--- config.mk ---
export PLATFORM = sky130hd
export DESIGN_NAME = sgc_general_config
export DESIGN_NICKNAME = d
export VERILOG_FILES = /design/src/verilog/sgc_general_config.v
export VERILOG_INCLUDE_DIRS = /design/src /design/src/inc
export SDC_FILE = /design/constraint.sdc
export NUM_CORES = 1
export LEC_CHECK = 0
export ABC_AREA = 1
export BUFFER_PORTS_ARGS = -buffer_cell sky130_fd_sc_hd__buf_2
export CORE_MARGIN = 2
export CORE_UTILIZATION = 38
export CTS_BUF_LIST = sky130_fd_sc_hd__clkbuf_4
export CTS_CLUSTER_DIAMETER = 120
export DETAILED_ROUTE_END_ITERATION = 7
export PLACE_DENSITY = 0.72
export SLEW_MARGIN = 20
export SYNTH_ARGS = -nofsm -noshare
export SYNTH_HDL_FRONTEND = slang
export SYNTH_SLANG_ARGS = --single-unit
--- constraint.sdc ---
create_clock -name i_ref_clk -period 1.8 [get_ports i_ref_clk]
set_input_delay 0.09 -clock i_ref_clk [delete_from_list [all_inputs] [get_ports i_ref_clk]]
set_output_delay 0.09 -clock i_ref_clk [all_outputs]
set_load 0.05 [all_outputs]
--- src/inc/sgc_consts.vh ---
// Register offsets, field positions, reset values and timing counts for the general config bank
`ifndef SGC_CONSTS_VH
`define SGC_CONSTS_VH
`define SGC_ADDR_GENCFG 8'h03
`define SGC_ADDR_GENCFG2 8'h04
`define SGC_ADDR_MSTCFG 8'h05
`define SGC_ADDR_PORTSEL 8'h1E
`define SGC_RST_GENCFG 8'h92
`define SGC_RST_GENCFG2 8'h00
`define SGC_RST_MSTCFG 8'h00
`define SGC_RST_PORTSEL 8'h00
`define SGC_MASK_GENCFG 8'hFA
`define SGC_MASK_GENCFG2 8'h33
`define SGC_MASK_MSTCFG 8'h1F
`define SGC_BIT_CRC_EN 7
`define SGC_BIT_PD_DIS 6
`define SGC_BIT_AUTO_ACK 5
`define SGC_BIT_FILTER 4
`define SGC_BIT_PASS_THRU 3
`define SGC_BIT_PCLK_AUTO 1
`define SGC_BIT_CRC_CLR 5
`define SGC_BIT_GATE 4
`define SGC_BIT_CRC_OV 1
`define SGC_BIT_CRC_OV_VAL 0
`define SGC_BIT_DLY_LO 3
`define SGC_BIT_PORT_SEL 0
`define SGC_PERPORT_GENCFG 8'h28
`define SGC_PERPORT_GENCFG2 8'h03
`define SGC_SDA_BASE_NS 200
`define SGC_SDA_STEP_NS 40
`define SGC_CLK_PERIOD_NS 5
`define SGC_SDA_BASE_CYC (`SGC_SDA_BASE_NS / `SGC_CLK_PERIOD_NS)
`define SGC_SDA_STEP_CYC (`SGC_SDA_STEP_NS / `SGC_CLK_PERIOD_NS)
`endif

--- src/verilog/sgc_general_config.v ---
// General configuration register bank of the serializer with its steered control logic
// Notes on behaviour
// RL1: With auto-acknowledge on, remote writes are acknowledged at once, not after remote ack.
// RL2: Filter enabled at reset rejects DE, HS, VS pulses under two pixel clocks.
// RL3: Pixel clock auto-switch enable bit, set at reset; clear disables auto-switching.
// RL4: CRC counter clear bit holds counters cleared until software writes zero.
// RL5: Gating bit set masks RGB data with DE; clear passes data freely.
// RL6: Override clear uses remote capability list; set uses override value.
// RL7: Override value one enables enhanced CRC and start sequence, zero disables.
// RL8: Port-select set steers per-port field reads and writes to the second copy.
// RL9: Two-bit SDA delay adds 40 ns steps from 200 ns up to 320 ns.
`timescale 1ns/1ps
`include "sgc_consts.vh"
module sgc_general_config #(
   parameter PIX_W = 24
) (
   input wire i_ref_clk,
   input wire i_resetn,
   input wire i_wr_en,
   input wire i_rd_en,
   input wire [7:0] i_addr,
   input wire [7:0] i_wdata,
   output reg [7:0] o_rdata,
   output wire o_ack_immediate,
   input wire i_remote_wr_req,
   input wire i_remote_wr_port,
   input wire i_remote_ack,
   input wire i_pclk_en,
   input wire i_de,
   input wire i_hs,
   input wire i_vs,
   input wire [PIX_W-1:0] i_rgb,
   output reg o_de,
   output reg o_hs,
   output reg o_vs,
   output reg [PIX_W-1:0] o_rgb,
   input wire [1:0] i_remote_caps,
   output wire [1:0] o_enhanced_crc_en,
   output wire [1:0] o_auto_ack,
   output wire [1:0] o_pass_through,
   output wire o_crc_checker_en,
   output wire o_io_pulldown_dis,
   output wire o_pclk_auto_en,
   output wire o_crc_counter_clr,
   input wire i_sda_launch,
   input wire i_sda_bit,
   output reg o_sda_out,
   output reg o_sda_oe
);
   reg [7:0] gencfg_reg;
   reg [7:0] gencfg_p1_reg;
   reg [7:0] gencfg2_reg;
   reg [7:0] gencfg2_p1_reg;
   reg [7:0] mstcfg_reg;
   reg [7:0] portsel_reg;
   reg [7:0] sda_cnt_reg;
   reg sda_state_reg;
   reg sda_val_reg;
   wire port1;
   wire [7:0] dly_cycles;
   wire [2:0] pin_in;
   wire [2:0] ctl_sync;
   wire [2:0] ctl_out;

   localparam SDA_IDLE = 1'b0;
   localparam SDA_WAIT = 1'b1;
   localparam integer SDA_BASE_I = `SGC_SDA_BASE_CYC;
   localparam [7:0] SDA_BASE = SDA_BASE_I[7:0];

   // Masked merge: per-port bits go to the selected copy only, shared bits to both images
   function [7:0] sgc_merge;
      input [7:0] old_v;
      input [7:0] new_v;
      input [7:0] mask;
      begin
         sgc_merge = (old_v & ~mask) | (new_v & mask);
      end
   endfunction

   assign port1 = portsel_reg[`SGC_BIT_PORT_SEL];

   always @(posedge i_ref_clk or negedge i_resetn)
   begin
      if (!i_resetn)
      begin
         gencfg_reg <= `SGC_RST_GENCFG;
         gencfg_p1_reg <= `SGC_RST_GENCFG;
         gencfg2_reg <= `SGC_RST_GENCFG2;
         gencfg2_p1_reg <= `SGC_RST_GENCFG2;
         mstcfg_reg <= `SGC_RST_MSTCFG;
         portsel_reg <= `SGC_RST_PORTSEL;
      end
      else if (i_wr_en)
      begin
         case (i_addr)
            `SGC_ADDR_GENCFG:
            begin
               // Shared bits land in both images so either read view agrees
               if (port1) // RL8
               begin
                  gencfg_p1_reg <= i_wdata & `SGC_MASK_GENCFG;
                  gencfg_reg <= sgc_merge(gencfg_reg, i_wdata,
                     `SGC_MASK_GENCFG & ~`SGC_PERPORT_GENCFG);
               end
               else
               begin
                  gencfg_reg <= i_wdata & `SGC_MASK_GENCFG;
                  gencfg_p1_reg <= sgc_merge(gencfg_p1_reg, i_wdata,
                     `SGC_MASK_GENCFG & ~`SGC_PERPORT_GENCFG);
               end
            end
            `SGC_ADDR_GENCFG2:
            begin
               if (port1) // RL8
               begin
                  gencfg2_p1_reg <= i_wdata & `SGC_MASK_GENCFG2;
                  gencfg2_reg <= sgc_merge(gencfg2_reg, i_wdata,
                     `SGC_MASK_GENCFG2 & ~`SGC_PERPORT_GENCFG2);
               end
               else
               begin
                  gencfg2_reg <= i_wdata & `SGC_MASK_GENCFG2;
                  gencfg2_p1_reg <= sgc_merge(gencfg2_p1_reg, i_wdata,
                     `SGC_MASK_GENCFG2 & ~`SGC_PERPORT_GENCFG2);
               end
            end
            `SGC_ADDR_MSTCFG: mstcfg_reg <= i_wdata & `SGC_MASK_MSTCFG;
            `SGC_ADDR_PORTSEL: portsel_reg <= {7'h00, i_wdata[`SGC_BIT_PORT_SEL]};
            default: ;
         endcase
      end
   end

   always @*
   begin
      case (i_addr)
         `SGC_ADDR_GENCFG: o_rdata = port1 ? gencfg_p1_reg : gencfg_reg; // RL8
         `SGC_ADDR_GENCFG2: o_rdata = port1 ? gencfg2_p1_reg : gencfg2_reg; // RL8
         `SGC_ADDR_MSTCFG: o_rdata = mstcfg_reg;
         `SGC_ADDR_PORTSEL: o_rdata = portsel_reg;
         default: o_rdata = 8'h00;
      endcase
   end

   assign o_crc_checker_en = gencfg_reg[`SGC_BIT_CRC_EN];
   assign o_io_pulldown_dis = gencfg_reg[`SGC_BIT_PD_DIS];
   assign o_pclk_auto_en = gencfg_reg[`SGC_BIT_PCLK_AUTO]; // RL3
   assign o_crc_counter_clr = gencfg2_reg[`SGC_BIT_CRC_CLR]; // RL4
   assign o_auto_ack = {gencfg_p1_reg[`SGC_BIT_AUTO_ACK], gencfg_reg[`SGC_BIT_AUTO_ACK]};
   assign o_pass_through = {gencfg_p1_reg[`SGC_BIT_PASS_THRU],
      gencfg_reg[`SGC_BIT_PASS_THRU]};

   // Ack now when the target port auto-acks; otherwise wait for the far end
   assign o_ack_immediate = i_remote_wr_req &
      (o_auto_ack[i_remote_wr_port] | i_remote_ack); // RL1

   // Remote capability decides unless the override is set
   genvar gp;
   generate
      for (gp = 0; gp < 2; gp = gp + 1)
      begin : g_crc
         wire [7:0] cfg2 = (gp == 0) ? gencfg2_reg : gencfg2_p1_reg;
         assign o_enhanced_crc_en[gp] = cfg2[`SGC_BIT_CRC_OV] ?
            cfg2[`SGC_BIT_CRC_OV_VAL] : i_remote_caps[gp]; // RL6 RL7
      end
   endgenerate

   // Video path: pins are synchronised first, then filtered per channel
   assign pin_in = {i_vs, i_hs, i_de};

   genvar ch;
   generate
      for (ch = 0; ch < 3; ch = ch + 1)
      begin : g_filt
         reg [1:0] sync_reg;
         reg hist_reg;
         reg out_reg;
         always @(posedge i_ref_clk or negedge i_resetn)
         begin
            if (!i_resetn)
            begin
               sync_reg <= 2'h0;
               hist_reg <= 1'b0;
               out_reg <= 1'b0;
            end
            else
            begin
               sync_reg <= {sync_reg[0], pin_in[ch]};
               if (i_pclk_en)
               begin
                  hist_reg <= sync_reg[1];
                  // Two equal pixel clock samples pass; a one-sample pulse never matches
                  if (!gencfg_reg[`SGC_BIT_FILTER] || hist_reg == sync_reg[1]) // RL2
                     out_reg <= sync_reg[1];
               end
            end
         end
         assign ctl_sync[ch] = sync_reg[1];
         assign ctl_out[ch] = out_reg;
      end
   endgenerate

   // Control outputs come straight from the filter flip-flops
   always @*
   begin
      o_de = ctl_out[0];
      o_hs = ctl_out[1];
      o_vs = ctl_out[2];
   end

   // RGB is taken from logic on this clock, so it is not synchronised
   always @(posedge i_ref_clk or negedge i_resetn)
   begin
      if (!i_resetn)
         o_rgb <= {PIX_W{1'b0}};
      else if (i_pclk_en)
      begin
         if (gencfg2_reg[`SGC_BIT_GATE] && !ctl_sync[0]) // RL5
            o_rgb <= {PIX_W{1'b0}};
         else
            o_rgb <= i_rgb;
      end
   end

   // SDA launch delayed by base plus code times step; a step is eight 5 ns cycles
   assign dly_cycles = SDA_BASE +
      {3'h0, mstcfg_reg[`SGC_BIT_DLY_LO+1:`SGC_BIT_DLY_LO], 3'h0}; // RL9

   always @(posedge i_ref_clk or negedge i_resetn)
   begin
      if (!i_resetn)
      begin
         sda_state_reg <= SDA_IDLE;
         sda_cnt_reg <= 8'h00;
         sda_val_reg <= 1'b1;
         o_sda_out <= 1'b1;
         o_sda_oe <= 1'b0;
      end
      else
      begin
         case (sda_state_reg)
            SDA_IDLE:
            begin
               if (i_sda_launch)
               begin
                  sda_cnt_reg <= dly_cycles - 8'h01;
                  sda_val_reg <= i_sda_bit;
                  sda_state_reg <= SDA_WAIT;
               end
            end
            SDA_WAIT:
            begin
               if (i_sda_launch)
               begin
                  // A new launch restarts the delay; the older bit is dropped
                  sda_cnt_reg <= dly_cycles - 8'h01;
                  sda_val_reg <= i_sda_bit;
               end
               else if (sda_cnt_reg == 8'h00) // RL9
               begin
                  // Open drain: the line is only pulled low, a one releases it
                  o_sda_out <= 1'b0;
                  o_sda_oe <= ~sda_val_reg;
                  sda_state_reg <= SDA_IDLE;
               end
               else
                  sda_cnt_reg <= sda_cnt_reg - 8'h01;
            end
            default: sda_state_reg <= SDA_IDLE;
         endcase
      end
   end
endmodule // sgc_general_config
==> flow_metrics.py <==
metrics = {
    "worst_hold_path": {
        "whs_path_depth": 3,
        "hp-class": "in2reg",
    },
    "synthesis": {
        "ys_top_cells_by_count": "83 x nand2_1, 63 x dfrtp_1, 57 x inv_1",
        "ys_warn_count": 0,
        "ys.flop_type": "dfrtp_1",
        "synth.largest_area_cell": "dfrtp_1",
        "synthesis.area_um2": 3270,
        "synth_most_common_cell": "nand2_1",
        "synth_area_leaders": "dfrtp_1 48%, nand2_1 9.5%, o21ai_0 6.6%",
        "synth-seq-cells": 68,
        "yosysTopAreaCellShare_pct": 48.2,
        "synth-edff-count": 0,
        "synth_nets": 442,
        "postSynthCellCount": 385,
        "avgSynthCellArea_um2": 8.49,
        "async_flop_share_pct": 100,
        "synth_cell_type_count": 33,
        "seq_area_frac_synth_pct": 52.2,
    },
    "global_routing": {
        "grt_usage_pct": 17.6,
        "grt_pass1_vias": 3038,
        "grt_max_degree": 69,
        "grt.overflow.total": 0,
        "antenna_found_initial": 0,
        "grt_pass1_wl_um": 13700,
    },
    "layout": {
        "area_delta_synth_final_pct": 36.6,
        "fin_nets": 589,
        "fill_cells": 766,
        "drive_gt1_share_pct": 29.1,
        "largest_register_ffs": 24,
        "antenna_cells": 0,
        "finalNonFillerCells": 642,
        "final_util_pct": 54.1,
    },
    "floorplan": {
        "io_pins": 103,
        "die_h_um": 96.8,
        "start_util_pct": 39.6,
        "die_w_um": 96.8,
        "die_area_um2": 9360,
        "num_rows": 33,
        "core_area_um2": 8260,
    },
    "routing": {
        "ant_nets": 0,
        "viasPerCell": 4.76,
        "drc": 0,
        "drt-total-wl_um": 7950,
        "dr.pass1.iters": 4,
        "vias": 3054,
        "drt_iter0_drc": 139,
        "avgRoutedWirePerCell_um": 12.4,
    },
    "critical_path": {
        "worstPathCellList": "inv_4, or2_2, o21ai_0, o22ai_1, buf_4",
        "critical_path_arrival_ps": 1630,
        "critPathRequiredTime_ps": 1710,
        "slowest_stage": "dfrtp_2",
        "crit_path_start_kind": "register",
        "path_class": "reg2out",
        "cp-end-kind": "output port",
        "max_stage_delay_ps": 480,
        "r2r_cells": 10,
        "path_max_fanout": 9,
    },
    "placement": {
        "dp_cells": 582,
        "dpl_worst_slack_ps": 345,
        "gp_congestion": 0.866,
        "io_buffer_count": 101,
        "hpwl_um": 5430,
    },
    "clocking": {
        "cts_root_buf": "clkbuf_4",
        "clock_latency_ps": 400,
        "cts.htree.levels": 3,
        "clockBufferDepth": 2,
        "cts.sinks": 68,
        "numCtsBuffers": 9,
        "clkTransAtPathRegs_ps": 120,
        "cts_tree": "done",
    },
    "timing": {
        "maxSlewHeadroom_pct": 68.1,
        "setup_slack_ps": 83.5,
        "tightest_slew_ps": 478,
        "finalCritPeriodShare_pct": 95.4,
        "fin_crit_ps": 1720,
        "hold_violations": 0,
        "fmax_ghz": 0.583,
        "grt_setup_unrepaired": "false",
        "slew_violations": 0,
        "finalHoldWorstSlack_ps": 48.3,
        "clock-skew-final_ps": 7.95,
        "fin_tns_setup_ps": 0,
        "setup_violations": 0,
    },
    "power_and_ir_drop": {
        "peakVddDrop_mv": 0.512,
        "power_density_nw_per_um2": 756,
        "cellLeakagePower_nw": 2.36,
    },
    "run_status": {
        "status": "completed",
    },
    "run": {
        "cap_viol_max_count": 0,
    },
}
through the flow:
| step | power (mW) | instance area (µm²) |
|---|---|---|
| after floorplan | 2.12 | 3270 |
| after global placement | 2.32 | 3890 |
| after global routing | 3.56 | 4470 |
| after CTS | 3.42 | 4440 |
| after detailed placement | 2.34 | 3890 |
| final | 3.38 | 4470 |
what timing repair did:
| action | in CTS | in global routing |
|---|---|---|
| gates cloned | 0 | 0 |
| endpoints found under the hold margin | 117 | 0 |
| setup buffers | 0 | 4 |
| gates resized for setup | 4 | 0 |
| hold buffers | 40 | 0 |
| endpoints found under the setup margin | 4 | 3 |
where the power goes:
| group | internal, mW | total (mW) | switching, mW |
|---|---|---|---|
| Clock | 0.435 | 0.993 | 0.557 |
| Sequential | 1.63 | 1.69 | 0.0618 |
| Combinational | 0.226 | 0.692 | 0.466 |
final cells by class:
cell class                 count  area, µm²  share of cell area, %
clock inverter                 6       65.1                   1.46
tap                          105        131                   2.94
sequential                    68       1710                   38.3
multi-input combinational    242       1270                   28.4
inverter                      62        235                   5.27
clock buffer                  10       75.1                   1.68
timing repair buffer         149        983                   22.0
placed cells by master, fill, tap and decap left out, types with 4 or more instances in the layout:
| cell type | instances |
|---|---|
| o21ai_0 | 42 |
| o21ai_1 | 9 |
| clkbuf_4 | 10 |
| a21oi_1 | 4 |
| nor2_1 | 19 |
| nand2_1 | 83 |
| o211ai_1 | 4 |
| dlygate4sd3_1 | 40 |
| inv_1 | 57 |
| nand3_1 | 40 |
| inv_2 | 4 |
| buf_2 | 99 |
| nand2_4 | 5 |
| dfrtp_1 | 62 |
| clkinvlp_4 | 4 |
| buf_4 | 9 |
| nand4_1 | 8 |
| dfstp_2 | 5 |
critical path: cells and delay by family, from the launching register on:
| family | cells | cell delay, ps |
|---|---|---|
| AOI/OAI and AO/OA | 2 | 190 |
| buffers and inverters | 2 | 280 |
| DFF | 1 | 480 |
| and+or+nand+nor | 1 | 270 |
path summary, 6_finish.rpt:
check / startpoint / endpoint / slack, ps
max in group asynchronous: i_resetn / gencfg_reg[7]$_DFFE_PN1P_ / 1240
min in group asynchronous: i_resetn / o_rgb[7]$_DFFE_PN0P_ / 210
max reg2reg: sda_cnt_reg[0]$_DFFE_PN0P_ / sda_cnt_reg[3]$_DFFE_PN0P_ / 340
min: i_wr_en / gencfg_reg[1]$_DFFE_PN1P_ / 50
min reg2reg: g_filt[2].sync_reg[0]$_DFF_PN0_ / g_filt[2].sync_reg[1]$_DFF_PN0_ / 360
max: portsel_reg[0]$_DFFE_PN0P_ / o_rdata[3] / 80
metal layers:
metal,vias up,part of all wire (%),global-route usage (%)
met4,0,2.0,6.07
li1,1527,-,-
met3,11,4.6,3.83
met1,1434,42,21.4
met5,-,0,0
met2,82,52,30.7
cells by family after synthesis:
kind of cell / after synthesis / synth area share (%)
buf+inv: 75 / 9.03
flops: 68 / 52.2
compound gates: 65 / 10.6
fa+ha+maj: 2 / 0.765
simple gates: 173 / 26.6
mux: 2 / 0.689
(Power assumes the default switching activity.)
